===== src/logic/ccoc_defs.svh =====
/*
 * Register indices, field positions, reset values and timing figures of
 * the clock channel and clock output configuration block.
 * Assumes the includer turns an index into a byte address by times four.
 */
`ifndef CCOC_DEFS_SVH
`define CCOC_DEFS_SVH

// Channel register indices: base of channel A, stride between channels
`define CCOC_CH_BASE 8'h20
`define CCOC_CH_STRIDE 8'h10
`define CCOC_OFS_DIV 8'h00
`define CCOC_OFS_PHASE 8'h01
`define CCOC_OFS_PD 8'h02
// Output state register index of each output, E1 down to A0
`define CCOC_OUT_IDX {8'h65, 8'h64, 8'h54, 8'h45, 8'h35, 8'h34, 8'h25, 8'h24}
// Channel feeding each output, E1 down to A0
`define CCOC_OUT_CH {3'd4, 3'd4, 3'd3, 3'd2, 3'd1, 3'd1, 3'd0, 3'd0}
// Output enable register indices and their defined bits
`define CCOC_EN0_IDX 8'h74
`define CCOC_EN1_IDX 8'h75
`define CCOC_EN0_MASK 8'hDB
`define CCOC_EN1_MASK 8'h03

// Field positions
`define CCOC_PD_BIT 7
`define CCOC_FMT_BIT 4
`define CCOC_AMP_HI 3
`define CCOC_AMP_LO 2

// Reset values
`define CCOC_DIV_RST 8'h04
`define CCOC_PHASE_RST 8'h00
`define CCOC_EN_RST 8'h00

// Byte address width and bus answers
`define CCOC_AW 10
`define CCOC_RESP_OKAY 2'b00
`define CCOC_RESP_DECERR 2'b11

// Phase step; the model spends one clock per step
`define CCOC_PHASE_STEP_PS 339
`define CCOC_CLOCK_PS 25000
`define CCOC_STEP_CYCLES 1

`endif


===== src/logic/ccoc_pkg.sv =====
/*
 * Types of the clock channel and output configuration block.
 * Assumes ccoc_defs.svh is on the include path.
 */
`include "ccoc_defs.svh"

package ccoc_pkg;

    // AXI4-Lite master to slave
    typedef struct packed {
        logic [`CCOC_AW-1:0] awaddr;
        logic awvalid;
        logic [31:0] wdata;
        logic [3:0] wstrb;
        logic wvalid;
        logic bready;
        logic [`CCOC_AW-1:0] araddr;
        logic arvalid;
        logic rready;
    } ccoc_axi_req_t;

    // AXI4-Lite slave to master
    typedef struct packed {
        logic awready;
        logic wready;
        logic [1:0] bresp;
        logic bvalid;
        logic arready;
        logic [31:0] rdata;
        logic [1:0] rresp;
        logic rvalid;
    } ccoc_axi_rsp_t;

    // Whole state of the top module
    typedef struct packed {
        ccoc_axi_rsp_t rsp;
        logic aw_held;
        logic [7:0] aw_idx;
        logic w_held;
        logic [7:0] wbyte;
        logic wlane;
        logic [4:0][7:0] ch_div;
        logic [4:0][7:0] ch_phase;
        logic [4:0] ch_pd;
        logic [4:0] restart;
        logic [7:0] out_pd;
        logic [7:0] out_fmt;
        logic [7:0][1:0] out_amp;
        logic [7:0] en0;
        logic [7:0] en1;
        logic [7:0] pins;
    } ccoc_top_state_t;

    // Whole state of one channel divider
    typedef struct packed {
        logic [7:0] cnt;
        logic [7:0] hold;
        logic lvl;
        logic running;
    } ccoc_div_state_t;

    // Divider code to ratio; unlisted codes give 0, meaning no clock
    function automatic logic [7:0] ccoc_div_ratio(input logic [7:0] code);
        logic [7:0] r;
        r = 8'h00;
        case (code)
            8'h80: r = 8'd1;
            8'h00: r = 8'd2;
            8'h01: r = 8'd3;
            8'h02: r = 8'd4;
            8'h03: r = 8'd5;
            8'h04: r = 8'd6;
            8'h06: r = 8'd8;
            8'h43: r = 8'd10;
            8'h44: r = 8'd12;
            8'h46: r = 8'd16;
            8'h4B: r = 8'd20;
            8'h4C: r = 8'd24;
            8'h53: r = 8'd30;
            8'h4E: r = 8'd32;
            8'h54: r = 8'd36;
            8'h5B: r = 8'd40;
            8'h56: r = 8'd48;
            8'h63: r = 8'd50;
            8'h64: r = 8'd60;
            8'h5E: r = 8'd64;
            8'h5F: r = 8'd72;
            8'h66: r = 8'd80;
            8'h6E: r = 8'd96;
            8'h7B: r = 8'd100;
            8'h7C: r = 8'd120;
            8'h76: r = 8'd128;
            8'h7E: r = 8'd160;
            default: r = 8'h00;
        endcase
        return r;
    endfunction

endpackage


===== src/logic/ccoc_chan_div.sv =====
/*
 * One clock channel: coarse phase wait, then an integer divider.
 * Assumes restart pulses one cycle whenever divider or phase is written.
 */
`timescale 1ns/1ps
`include "ccoc_defs.svh"

module ccoc_chan_div import ccoc_pkg::*; (
    // Clock and reset
    input wire logic clock,
    input wire logic rst_b,
    // Channel settings
    input wire logic [7:0] div_code,
    input wire logic [7:0] phase_code,
    input wire logic power_down,
    input wire logic restart,
    // Divided channel clock
    output logic clk_level
);

    ccoc_div_state_t s;
    ccoc_div_state_t next_s;
    logic [7:0] ratio;

    assign ratio = ccoc_div_ratio(div_code);
    assign clk_level = s.lvl;

    // Half period of ratio clocks; phase holds the start by code steps
    always_comb begin
        next_s = s;
        if (power_down || restart) begin
            next_s.cnt = 8'h00;
            next_s.lvl = 1'b0;
            next_s.hold = phase_code;
            next_s.running = 1'b0;
        end else if (!s.running) begin
            if (s.hold == 8'h00) begin
                next_s.running = 1'b1;
            end else begin
                next_s.hold = s.hold - 8'h01;
            end
        end else if (ratio == 8'h00) begin
            next_s.lvl = 1'b0; // Unlisted code: parked, not a guess at silicon
        end else if (s.cnt == ratio - 8'h01) begin
            next_s.cnt = 8'h00;
            next_s.lvl = ~s.lvl;
        end else begin
            next_s.cnt = s.cnt + 8'h01;
        end
    end

    // State register
    always_ff @(posedge clock or negedge rst_b) begin
        if (!rst_b) begin
            s <= '0;
        end else begin
            s <= next_s;
        end
    end
endmodule


===== src/logic/ccoc_top.sv =====
/*
 * Clock channel and clock output configuration over AXI4-Lite.
 * Five channel dividers drive eight output pins through enable and
 * power-down gating; format and swing are handed to the drivers.
 * Assumes one clock, an AXI4-Lite master and byte address = 4 x index.
 */
`timescale 1ns/1ps
`include "ccoc_defs.svh"

module ccoc_top import ccoc_pkg::*; (
    // Clock and reset
    input wire logic clock,
    input wire logic rst_b,
    // Register bus
    input wire ccoc_axi_req_t s_axi_req,
    output ccoc_axi_rsp_t s_axi_rsp,
    // Clock outputs, E1 down to A0
    output logic [7:0] clock_output_pin,
    // Driver settings: 1 = LVPECL, swing code per output
    output logic [7:0] output_format,
    output logic [15:0] output_swing,
    output logic [7:0] output_power_down
);

    localparam logic [7:0][7:0] OUT_IDX = `CCOC_OUT_IDX;
    localparam logic [7:0][2:0] OUT_CH = `CCOC_OUT_CH;

    ccoc_top_state_t s;
    ccoc_top_state_t next_s;
    logic [4:0] chan_clk;
    logic [7:0] out_en;
    logic [7:0] ar_idx;
    logic wr_fire;
    logic rd_fire;

    // One divider per channel, so channel logic is written once
    genvar gc;
    generate
        for (gc = 0; gc < 5; gc++) begin : g_chan
            ccoc_chan_div u_div (
                .clock(clock),
                .rst_b(rst_b),
                .div_code(s.ch_div[gc]),
                .phase_code(s.ch_phase[gc]),
                .power_down(s.ch_pd[gc]),
                .restart(s.restart[gc]),
                .clk_level(chan_clk[gc])
            );
        end
    endgenerate

    // Enable bits gathered in output order, E1 down to A0
    assign out_en = {s.en1[1], s.en1[0], s.en0[0], s.en0[1],
                     s.en0[3], s.en0[4], s.en0[6], s.en0[7]};

    assign ar_idx = s_axi_req.araddr[9:2];
    assign wr_fire = s.aw_held && s.w_held && !s.rsp.bvalid;
    assign rd_fire = s_axi_req.arvalid && s.rsp.arready;

    // Outputs straight from the state register
    assign s_axi_rsp = s.rsp;
    assign clock_output_pin = s.pins;
    assign output_format = s.out_fmt;
    assign output_swing = s.out_amp;
    assign output_power_down = s.out_pd;

    // Bus handshakes, register writes and reads, output gating
    always_comb begin
        logic hit;
        logic [7:0] rd;
        hit = 1'b0;
        rd = 8'h00;
        next_s = s;
        next_s.restart = 5'b00000;

        // Address and data taken in either order; held until the write
        if (s_axi_req.awvalid && s.rsp.awready) begin
            next_s.aw_held = 1'b1;
            next_s.aw_idx = s_axi_req.awaddr[9:2];
            next_s.rsp.awready = 1'b0;
        end
        if (s_axi_req.wvalid && s.rsp.wready) begin
            next_s.w_held = 1'b1;
            next_s.wbyte = s_axi_req.wdata[7:0];
            next_s.wlane = s_axi_req.wstrb[0];
            next_s.rsp.wready = 1'b0;
        end

        // Write decode; only the low byte lane carries register data
        if (wr_fire) begin
            for (int c = 0; c < 5; c++) begin
                if (s.aw_idx == `CCOC_CH_BASE + 8'(c * `CCOC_CH_STRIDE) + `CCOC_OFS_DIV) begin
                    hit = 1'b1;
                    if (s.wlane) begin
                        next_s.ch_div[c] = s.wbyte;
                        next_s.restart[c] = 1'b1;
                    end
                end else if (s.aw_idx == `CCOC_CH_BASE + 8'(c * `CCOC_CH_STRIDE)
                             + `CCOC_OFS_PHASE) begin
                    hit = 1'b1;
                    if (s.wlane) begin
                        next_s.ch_phase[c] = s.wbyte;
                        next_s.restart[c] = 1'b1;
                    end
                end else if (s.aw_idx == `CCOC_CH_BASE + 8'(c * `CCOC_CH_STRIDE)
                             + `CCOC_OFS_PD) begin
                    hit = 1'b1;
                    if (s.wlane) begin
                        next_s.ch_pd[c] = s.wbyte[`CCOC_PD_BIT];
                    end
                end
            end
            for (int o = 0; o < 8; o++) begin
                if (s.aw_idx == OUT_IDX[o]) begin
                    hit = 1'b1;
                    if (s.wlane) begin
                        next_s.out_pd[o] = s.wbyte[`CCOC_PD_BIT];
                        next_s.out_fmt[o] = s.wbyte[`CCOC_FMT_BIT];
                        next_s.out_amp[o] = s.wbyte[`CCOC_AMP_HI:`CCOC_AMP_LO];
                    end
                end
            end
            if (s.aw_idx == `CCOC_EN0_IDX) begin
                hit = 1'b1;
                if (s.wlane) begin
                    next_s.en0 = s.wbyte & `CCOC_EN0_MASK;
                end
            end else if (s.aw_idx == `CCOC_EN1_IDX) begin
                hit = 1'b1;
                if (s.wlane) begin
                    next_s.en1 = s.wbyte & `CCOC_EN1_MASK;
                end
            end
            next_s.rsp.bvalid = 1'b1;
            next_s.rsp.bresp = hit ? `CCOC_RESP_OKAY : `CCOC_RESP_DECERR;
            next_s.aw_held = 1'b0;
            next_s.w_held = 1'b0;
        end

        // Write answer stands until taken, then both channels reopen
        if (s.rsp.bvalid && s_axi_req.bready) begin
            next_s.rsp.bvalid = 1'b0;
            next_s.rsp.awready = 1'b1;
            next_s.rsp.wready = 1'b1;
        end

        // Read decode; reserved bits read as zero
        hit = 1'b0;
        for (int c = 0; c < 5; c++) begin
            if (ar_idx == `CCOC_CH_BASE + 8'(c * `CCOC_CH_STRIDE) + `CCOC_OFS_DIV) begin
                hit = 1'b1;
                rd = s.ch_div[c];
            end else if (ar_idx == `CCOC_CH_BASE + 8'(c * `CCOC_CH_STRIDE)
                         + `CCOC_OFS_PHASE) begin
                hit = 1'b1;
                rd = s.ch_phase[c];
            end else if (ar_idx == `CCOC_CH_BASE + 8'(c * `CCOC_CH_STRIDE)
                         + `CCOC_OFS_PD) begin
                hit = 1'b1;
                rd = 8'h00;
                rd[`CCOC_PD_BIT] = s.ch_pd[c];
            end
        end
        for (int o = 0; o < 8; o++) begin
            if (ar_idx == OUT_IDX[o]) begin
                hit = 1'b1;
                rd = 8'h00;
                rd[`CCOC_PD_BIT] = s.out_pd[o];
                rd[`CCOC_FMT_BIT] = s.out_fmt[o];
                rd[`CCOC_AMP_HI:`CCOC_AMP_LO] = s.out_amp[o];
            end
        end
        if (ar_idx == `CCOC_EN0_IDX) begin
            hit = 1'b1;
            rd = s.en0;
        end else if (ar_idx == `CCOC_EN1_IDX) begin
            hit = 1'b1;
            rd = s.en1;
        end
        if (rd_fire) begin
            next_s.rsp.arready = 1'b0;
            next_s.rsp.rvalid = 1'b1;
            next_s.rsp.rdata = {24'h00_0000, rd};
            next_s.rsp.rresp = hit ? `CCOC_RESP_OKAY : `CCOC_RESP_DECERR;
        end
        if (s.rsp.rvalid && s_axi_req.rready) begin
            next_s.rsp.rvalid = 1'b0;
            next_s.rsp.arready = 1'b1;
        end

        // Pin gating: a pin runs only when every stage is up and enabled
        for (int o = 0; o < 8; o++) begin
            next_s.pins[o] = chan_clk[OUT_CH[o]]
                             & out_en[o]
                             & ~s.out_pd[o]
                             & ~s.ch_pd[OUT_CH[o]];
        end
    end

    // State register; reset values of every field
    always_ff @(posedge clock or negedge rst_b) begin
        if (!rst_b) begin
            s <= '0;
            s.rsp.awready <= 1'b1;
            s.rsp.wready <= 1'b1;
            s.rsp.arready <= 1'b1;
            s.ch_div <= {5{`CCOC_DIV_RST}};
            s.ch_phase <= {5{`CCOC_PHASE_RST}};
            s.en0 <= `CCOC_EN_RST;
            s.en1 <= `CCOC_EN_RST;
        end else begin
            s <= next_s;
        end
    end

    // Channel power-down spread over its outputs, written out by hand
    logic [7:0] ch_pd_fanout;
    assign ch_pd_fanout = {{2{s.ch_pd[4]}}, s.ch_pd[3], s.ch_pd[2],
                           {2{s.ch_pd[1]}}, {2{s.ch_pd[0]}}};
endmodule


===== config.mk =====
export PLATFORM = sky130hd
export DESIGN_NAME = ccoc_top
export DESIGN_NICKNAME = d
export VERILOG_FILES = /design/src/logic/ccoc_pkg.sv /design/src/logic/ccoc_chan_div.sv /design/src/logic/ccoc_top.sv
export VERILOG_INCLUDE_DIRS = /design/src /design/src/logic
export SDC_FILE = /design/constraint.sdc
export NUM_CORES = 1
export LEC_CHECK = 0
export BUFFER_PORTS_ARGS = -buffer_cell sky130_fd_sc_hd__buf_2
export CELL_PAD_IN_SITES_DETAIL_PLACEMENT = 1
export CELL_PAD_IN_SITES_GLOBAL_PLACEMENT = 2
export CORE_UTILIZATION = 38
export CTS_CLUSTER_DIAMETER = 50
export CTS_CLUSTER_SIZE = 10
export DETAILED_ROUTE_END_ITERATION = 16
export PLACE_DENSITY = 0.87
export SYNTH_ARGS = -nofsm -noshare
export SYNTH_HDL_FRONTEND = slang
export SYNTH_SLANG_ARGS = --single-unit

===== constraint.sdc =====
create_clock -name clock -period 4.27 [get_ports clock]
set_input_delay 0.2135 -clock clock [delete_from_list [all_inputs] [get_ports clock]]
set_output_delay 0.2135 -clock clock [all_outputs]
set_load 0.05 [all_outputs]

### Word level (Yosys, flattened, before mapping)

Index checks and enable logic that the tools add are counted.

* add/sub/neg operators: 15
* $mul: 0
* divide/modulo/power cells: 0
* magnitude comparators: 0
* equality and inequality tests: 200
* shifts and indexed selects: 0
* muxes and demuxes: 215
* bitwise logic cells: 53
* reductions and logical operators: 84

Operators with widths (count)
* 8-bit one-hot mux with 27 select lines: 5
* 8-bit by 7-bit == test with 1-bit output, second input constant: 130
* 8-bit 2-to-1 mux: 52
* 8-bit by 6-bit == test with 1-bit output, second input constant: 20
* 1-bit 2-to-1 mux: 127
* 8-bit zero test: 15
* 18-bit 2-to-1 mux: 5
* 8-bit by 2-bit == test with 1-bit output, second input constant: 10
* 8-bit by 3-bit == test with 1-bit output, second input constant: 10
* 8-bit by 1-bit subtractor with 8-bit output, second input constant: 10
* 53-bit 2-to-1 mux: 1
* 2-bit 2-to-1 mux: 22
* 3-bit AND reduction: 14
* 8-bit by 1-bit adder with 8-bit output, second input constant: 5
* 8-bit by 1-bit == test with 1-bit output, second input constant: 5
* 8-bit == test: 5
* 8-bit == test, second input constant: 5
* 36-bit 2-to-1 mux: 1
* 2-bit AND reduction: 15
* 1-bit NOT: 29
* 5-bit AND reduction: 5
* 1-bit bitwise AND: 24
* 4-bit AND reduction: 6
* 2-bit nonzero test: 11
* other kinds (8): 35

* register bits after elaboration: 264
* latch bits: 0
* bits in writable memories: 0
* bits in read-only memories: 0
* bits of input ports: 63
* output and inout port bits: 81
* memories kept: 0

### Depth between registers and ports, before layout

* depth in word-level cells: 29
* depth in mapped cells: 15

### By module

A second synthesis with hierarchy kept.

* cell total of the unflattened synthesis: 1907
* area total of the unflattened synthesis: 18687.9 um2

Modules (own cells, without submodules)
* ccoc_top: instances 1, cells an instance 799, area an instance 8981.1 um2, sequential area each 4314.1 um2
* ccoc_chan_div (g_chan[0].u_div ...): instances 4, cells an instance 219, area an instance 1953.1 um2, sequential area each 450.4 um2
* ccoc_chan_div (g_chan[4].u_div): instances 1, cells an instance 232, area an instance 1894.3 um2, sequential area each 450.4 um2

### Least setup slack after synthesis

No wires, ideal clock.

* path kind: reg-to-reg
* from: register s[143] (netlist name)
* to: register g_chan[4].u_div.s (netlist bit g_chan[4].u_div.clk_level)
* setup time: 0.082 ns
* data arrival time: 3.096 ns
* required time: 4.188 ns
* path slack: 1.092 ns
* stages on the path, launching flop included: 13
* buffers on the path: 1
* period minus slack after synthesis: 3.178 ns
* cell sequence: dfrtp_1 buf_2 or3_1 or4_1 a21oi_1 inv_1 o31a_1 ha_1 a31o_2 a211oi_1 o311ai_2 or4_1 a31oi_1

* cells in the longest elaborated chain, start to end: 6
* elaborated cells on any way between the ends: 36
* classes of those cells: 1 x add/sub; 27 x eq/ne; 4 x mux; 4 x reduce/logical

Ends and longest elaborated chain
* start: declaration: line ccoc_top.sv:28 `ccoc_top_state_t s;`
* start signal: assignment: line ccoc_top.sv:212 `s <= next_s;`
* 8-bit by 7-bit == test with 1-bit output, or another cell as far along: line ccoc_pkg.sv:66 `case (code)`
* 8-bit one-hot mux with 27 select lines *: line ccoc_pkg.sv:66
* 8-bit by 1-bit subtractor with 8-bit output or 8-bit zero test (tied branches): line ccoc_chan_div.sv:44, ccoc_chan_div.sv:42
* 8-bit == test or 1-bit 2-to-1 mux (tied branches): line ccoc_chan_div.sv:44, ccoc_chan_div.sv:42
* 3-bit nonzero test (no line) or 1-bit 2-to-1 mux (tied branches)
* 2-bit AND reduction (no line) or 18-bit 2-to-1 mux (tied branches)
* end signal: assignment: line ccoc_chan_div.sv:57 `s <= next_s;`
* end: declaration: line ccoc_chan_div.sv:21 `ccoc_div_state_t s;`

Mark *: on every way between the ends. The rest lies on a longest branch, timed or not. The select of a mux whose other input is x is not followed.
A chain may end at the register's enable or synchronous reset.

### Worst setup path in the final report

* from: register s[116] (netlist name)
* to: register g_chan[1].u_div.s (netlist bit g_chan[1].u_div.clk_level)

* cells in the longest elaborated chain, start to end: 6
* elaborated cells on any way between the ends: 36
* classes of those cells: 1 x add/sub; 27 x eq/ne; 4 x mux; 4 x reduce/logical

Ends and longest elaborated chain (line)
* 8-bit by 7-bit == test with 1-bit output, or another cell as far along: ccoc_pkg.sv:66
* 8-bit one-hot mux with 27 select lines *: ccoc_pkg.sv:66
* 8-bit by 1-bit subtractor with 8-bit output or 8-bit zero test (tied branches): ccoc_chan_div.sv:44, ccoc_chan_div.sv:42
* 8-bit == test or 1-bit 2-to-1 mux (tied branches): ccoc_chan_div.sv:44, ccoc_chan_div.sv:42
* 3-bit nonzero test (no line) or 1-bit 2-to-1 mux (tied branches)
* 2-bit AND reduction (no line) or 18-bit 2-to-1 mux (tied branches)
* end signal: assignment: ccoc_chan_div.sv:57
* end: declaration: ccoc_chan_div.sv:21

Marks and branches as above.

==> flow_metrics.tcl <==
set metrics [dict create \
    status "finished, final reports clean" \
    routed_wl_um 51900 \
    rsz0062_at_grt "no" \
    die_area_sq_um 46000 \
    avgSynthCellArea_sq_um 9.20 \
    drc 0 \
    synth_warnings 0 \
    ant_nets 0 \
    synth.most_common_cell "dfrtp_1" \
    place_inst 2393 \
    crit_path_max_fanout 14 \
    grt.busiest_layer "met2" \
    setup_viol 0 \
    slew_violations 0 \
    dpl.hpwl_um 36600 \
    hold_viol 0 \
    synth_top_flop_cell "dfrtp_1" \
    path_cells "nand2b_1 -> or4_1 -> a31oi_1 -> xnor2_1 -> xnor2_1 -> o41a_1 -> or4_4 -> or4_1 -> o311ai_1" \
    worstPathRequired_ns 4.75 \
    instances_no_fill 2490 \
    place_congestion 0.898 \
    cts_setup_buffers 0 \
    rows 77 \
    worst_ep_arrival_time_ns 4.23 \
    numPortBuffers 88 \
    use_met3_pct 3.45 \
    start_kind "flop" \
    routed-via-count 14459 \
    grt_use_met1_pct 29.7 \
    worst_slack_ns 0.520 \
    worst-setup-path-type "reg -> reg" \
    seq_area_frac_synth_pct 38.3 \
    cts_tree "done" \
    via_per_inst 5.81 \
    grt_overflow 0 \
    clock_skew_ns 0.0294 \
    met2_usage_pct 37.6 \
    start_util_pct 38.6 \
    reg2reg_setup_slack_ns 0.52 \
    fin_tns_setup_ns 0 \
    synthArstFlopShare_pct 100 \
    first_pass_iters 5 \
    hold_slack_ns 0.0426 \
    max_stage_delay_ns 0.65 \
    ctsHoldBuffers 25 \
    grt_pass1_vias 15145 \
    hold_path_class "in -> reg" \
    crit_family "simple AND/OR/NAND/NOR gates" \
    slowest_stage "dfstp_2" \
    die_y_um 215 \
    wire_per_inst_um 20.8 \
    p_leak_nw 8.10 \
    finish.utilization_pct 43.0 \
    cts.clk_slew.worst_paths_ns 0.06 \
    track_usage_pct 22.7 \
    core_sq_um 44400 \
    ys_types 94 \
    cts_max_level 2 \
    p_per_area_nw_per_um2 537 \
    postCtsResizedCells 0 \
    ys_top_cells_by_count "dfrtp_1 (254), nand2_1 (171), mux2_2 (148), nor2_1 (141), o21ai_0 (89)" \
    synth_edf_count 0 \
    ir_worst_vdd_v 0.000653 \
    dp_slack_ns 0.566 \
    syn_area_sq_um 17200 \
    maxCapViolCount 0 \
    tightest_slew_ns 1.12 \
    timing.fmax_mhz 267 \
    clock-sinks 262 \
    end_kind "flop" \
    drive_above_1_share_pct 19.1 \
    cts_root_buffer "clkbuf_16" \
    synth_cells 1865 \
    synth_top_area_share_pct 37.0 \
    slew_headroom_pct 25.0 \
    layout.nets 1955 \
    die_x_um 215 \
    antenna_found_initial 5 \
    fin_crit_sh_pct 87.8 \
    grt_max_degree 96 \
    grt_pass1_wl_um 84500 \
    synth-seq-cells 262 \
    ioPinCount 144 \
    fillers 5054 \
    clk_latency_ns 0.58 \
    worst-path-buf-inv 0 \
    cts_made_buffers 39 \
    cts.path.max_buffers 3 \
    yosys.area.top_type "dfrtp_1" \
    layout_min_cycle_time_ns 3.75 \
    drt_iter0_drc 908 \
    syn_to_final_growth_pct 11.2 \
    synthTopCellsByArea "dfrtp_1 (37%), mux2_2 (9.7%), nand2_1 (3.7%)" \
]
[tightest hold or removal path, stage by stage]
cell and delay (ns):
buf_2 0.14, a2111oi_0 0.08, o21ai_0 0.14
[worst paths after layout]
kind,startpoint,endpoint,cells past startpoint
min in group asynchronous,rst_b,g_chan[3].u_div.s[16],2
hold / removal,s_axi_req[11],s_axi_rsp[1],3
hold reg to reg,s_axi_rsp[0],s_axi_rsp[0],1
max in group asynchronous,rst_b,g_chan[0].u_div.s[17],3
setup / recovery,s[116],g_chan[1].u_div.clk_level,9
setup reg to reg,s[116],g_chan[1].u_div.clk_level,9
[power breakdown]
| group | switching (mW) | total (mW) | internal, mW |
|---|---|---|---|
| Combinational | 1.88 | 3.17 | 1.29 |
| Sequential | 0.950 | 3.88 | 2.93 |
| Clock | 1.27 | 3.19 | 1.92 |
| Total | 4.10 | 10.3 | 6.15 |
[cells by family (layout without fill, tap and decap cells)]
group                      after synthesis  in the layout  synth area share, %
DFF                                    262            262                 38.3
buffers and inverters                  238            245                 7.25
and+or+nand+nor                        702            702                 21.8
xor gates and xnor gates               102            102                 5.37
adders and majority gates               25             25                 1.82
other                                    1             27               0.0219
AOI/OAI and AO/OA                      372            372                 14.9
muxes                                  163            163                 10.6
[area by class of cell]
cell class                 count  area [sq um]  share of cell area (%)
tap                          592           741                    3.88
clock inverter                17           225                    1.18
antenna                        3          7.51                  0.0393
clock buffer                  52          1070                    5.63
timing repair buffer         131           848                    4.45
sequential                   262          6570                    34.4
inverter                      45           169                   0.885
multi-input combinational   1388          9450                    49.5
[stage by stage]
stage               instance area [sq um]  total power [mW]
CTS                                 19100              10.3
detailed placement                  17500              7.03
global placement                    17500              6.86
floorplan                           17200              6.13
finish                              19100              10.3
global route                        19100              10.8
[routing by layer]
metal	vias up	routed length, um
met5	-	24
met4	4	1820
met3	113	2280
met2	331	24600
met1	7320	23200
li1	6691	-
[state kept, by name, indices dropped and copies added (netlist names)]
signal and cells:
ch_pd_fanout 5, g_chan.u_div.s 85, g_chan.u_div.clk_level 5, out_en 8, clock_output_pin 8, output_format 8
s 104, s_axi_rsp 15, output_swing 16, output_power_down 8
[placed cells by master, fill, tap and decap left out, types with 27 or more instances in the layout]
| cell | netlist | final |
|---|---|---|
| o211ai_1 | 35 | 35 |
| xor2_1 | 36 | 36 |
| mux2_2 | 148 | 148 |
| nor2_1 | 141 | 141 |
| a31oi_1 | 36 | 36 |
| dfrtp_1 | 254 | 254 |
| nor3_1 | 40 | 40 |
| nand3_1 | 73 | 73 |
| clkbuf_16 | 0 | 39 |
| nand2b_1 | 39 | 39 |
| xnor2_1 | 64 | 64 |
| nor2b_1 | 27 | 27 |
| o21ai_0 | 89 | 89 |
| nand2_1 | 171 | 171 |
| a21oi_1 | 53 | 53 |
| buf_2 | 23 | 87 |
| inv_1 | 44 | 44 |
No activity file was read; power rests on OpenSTA's default activity.
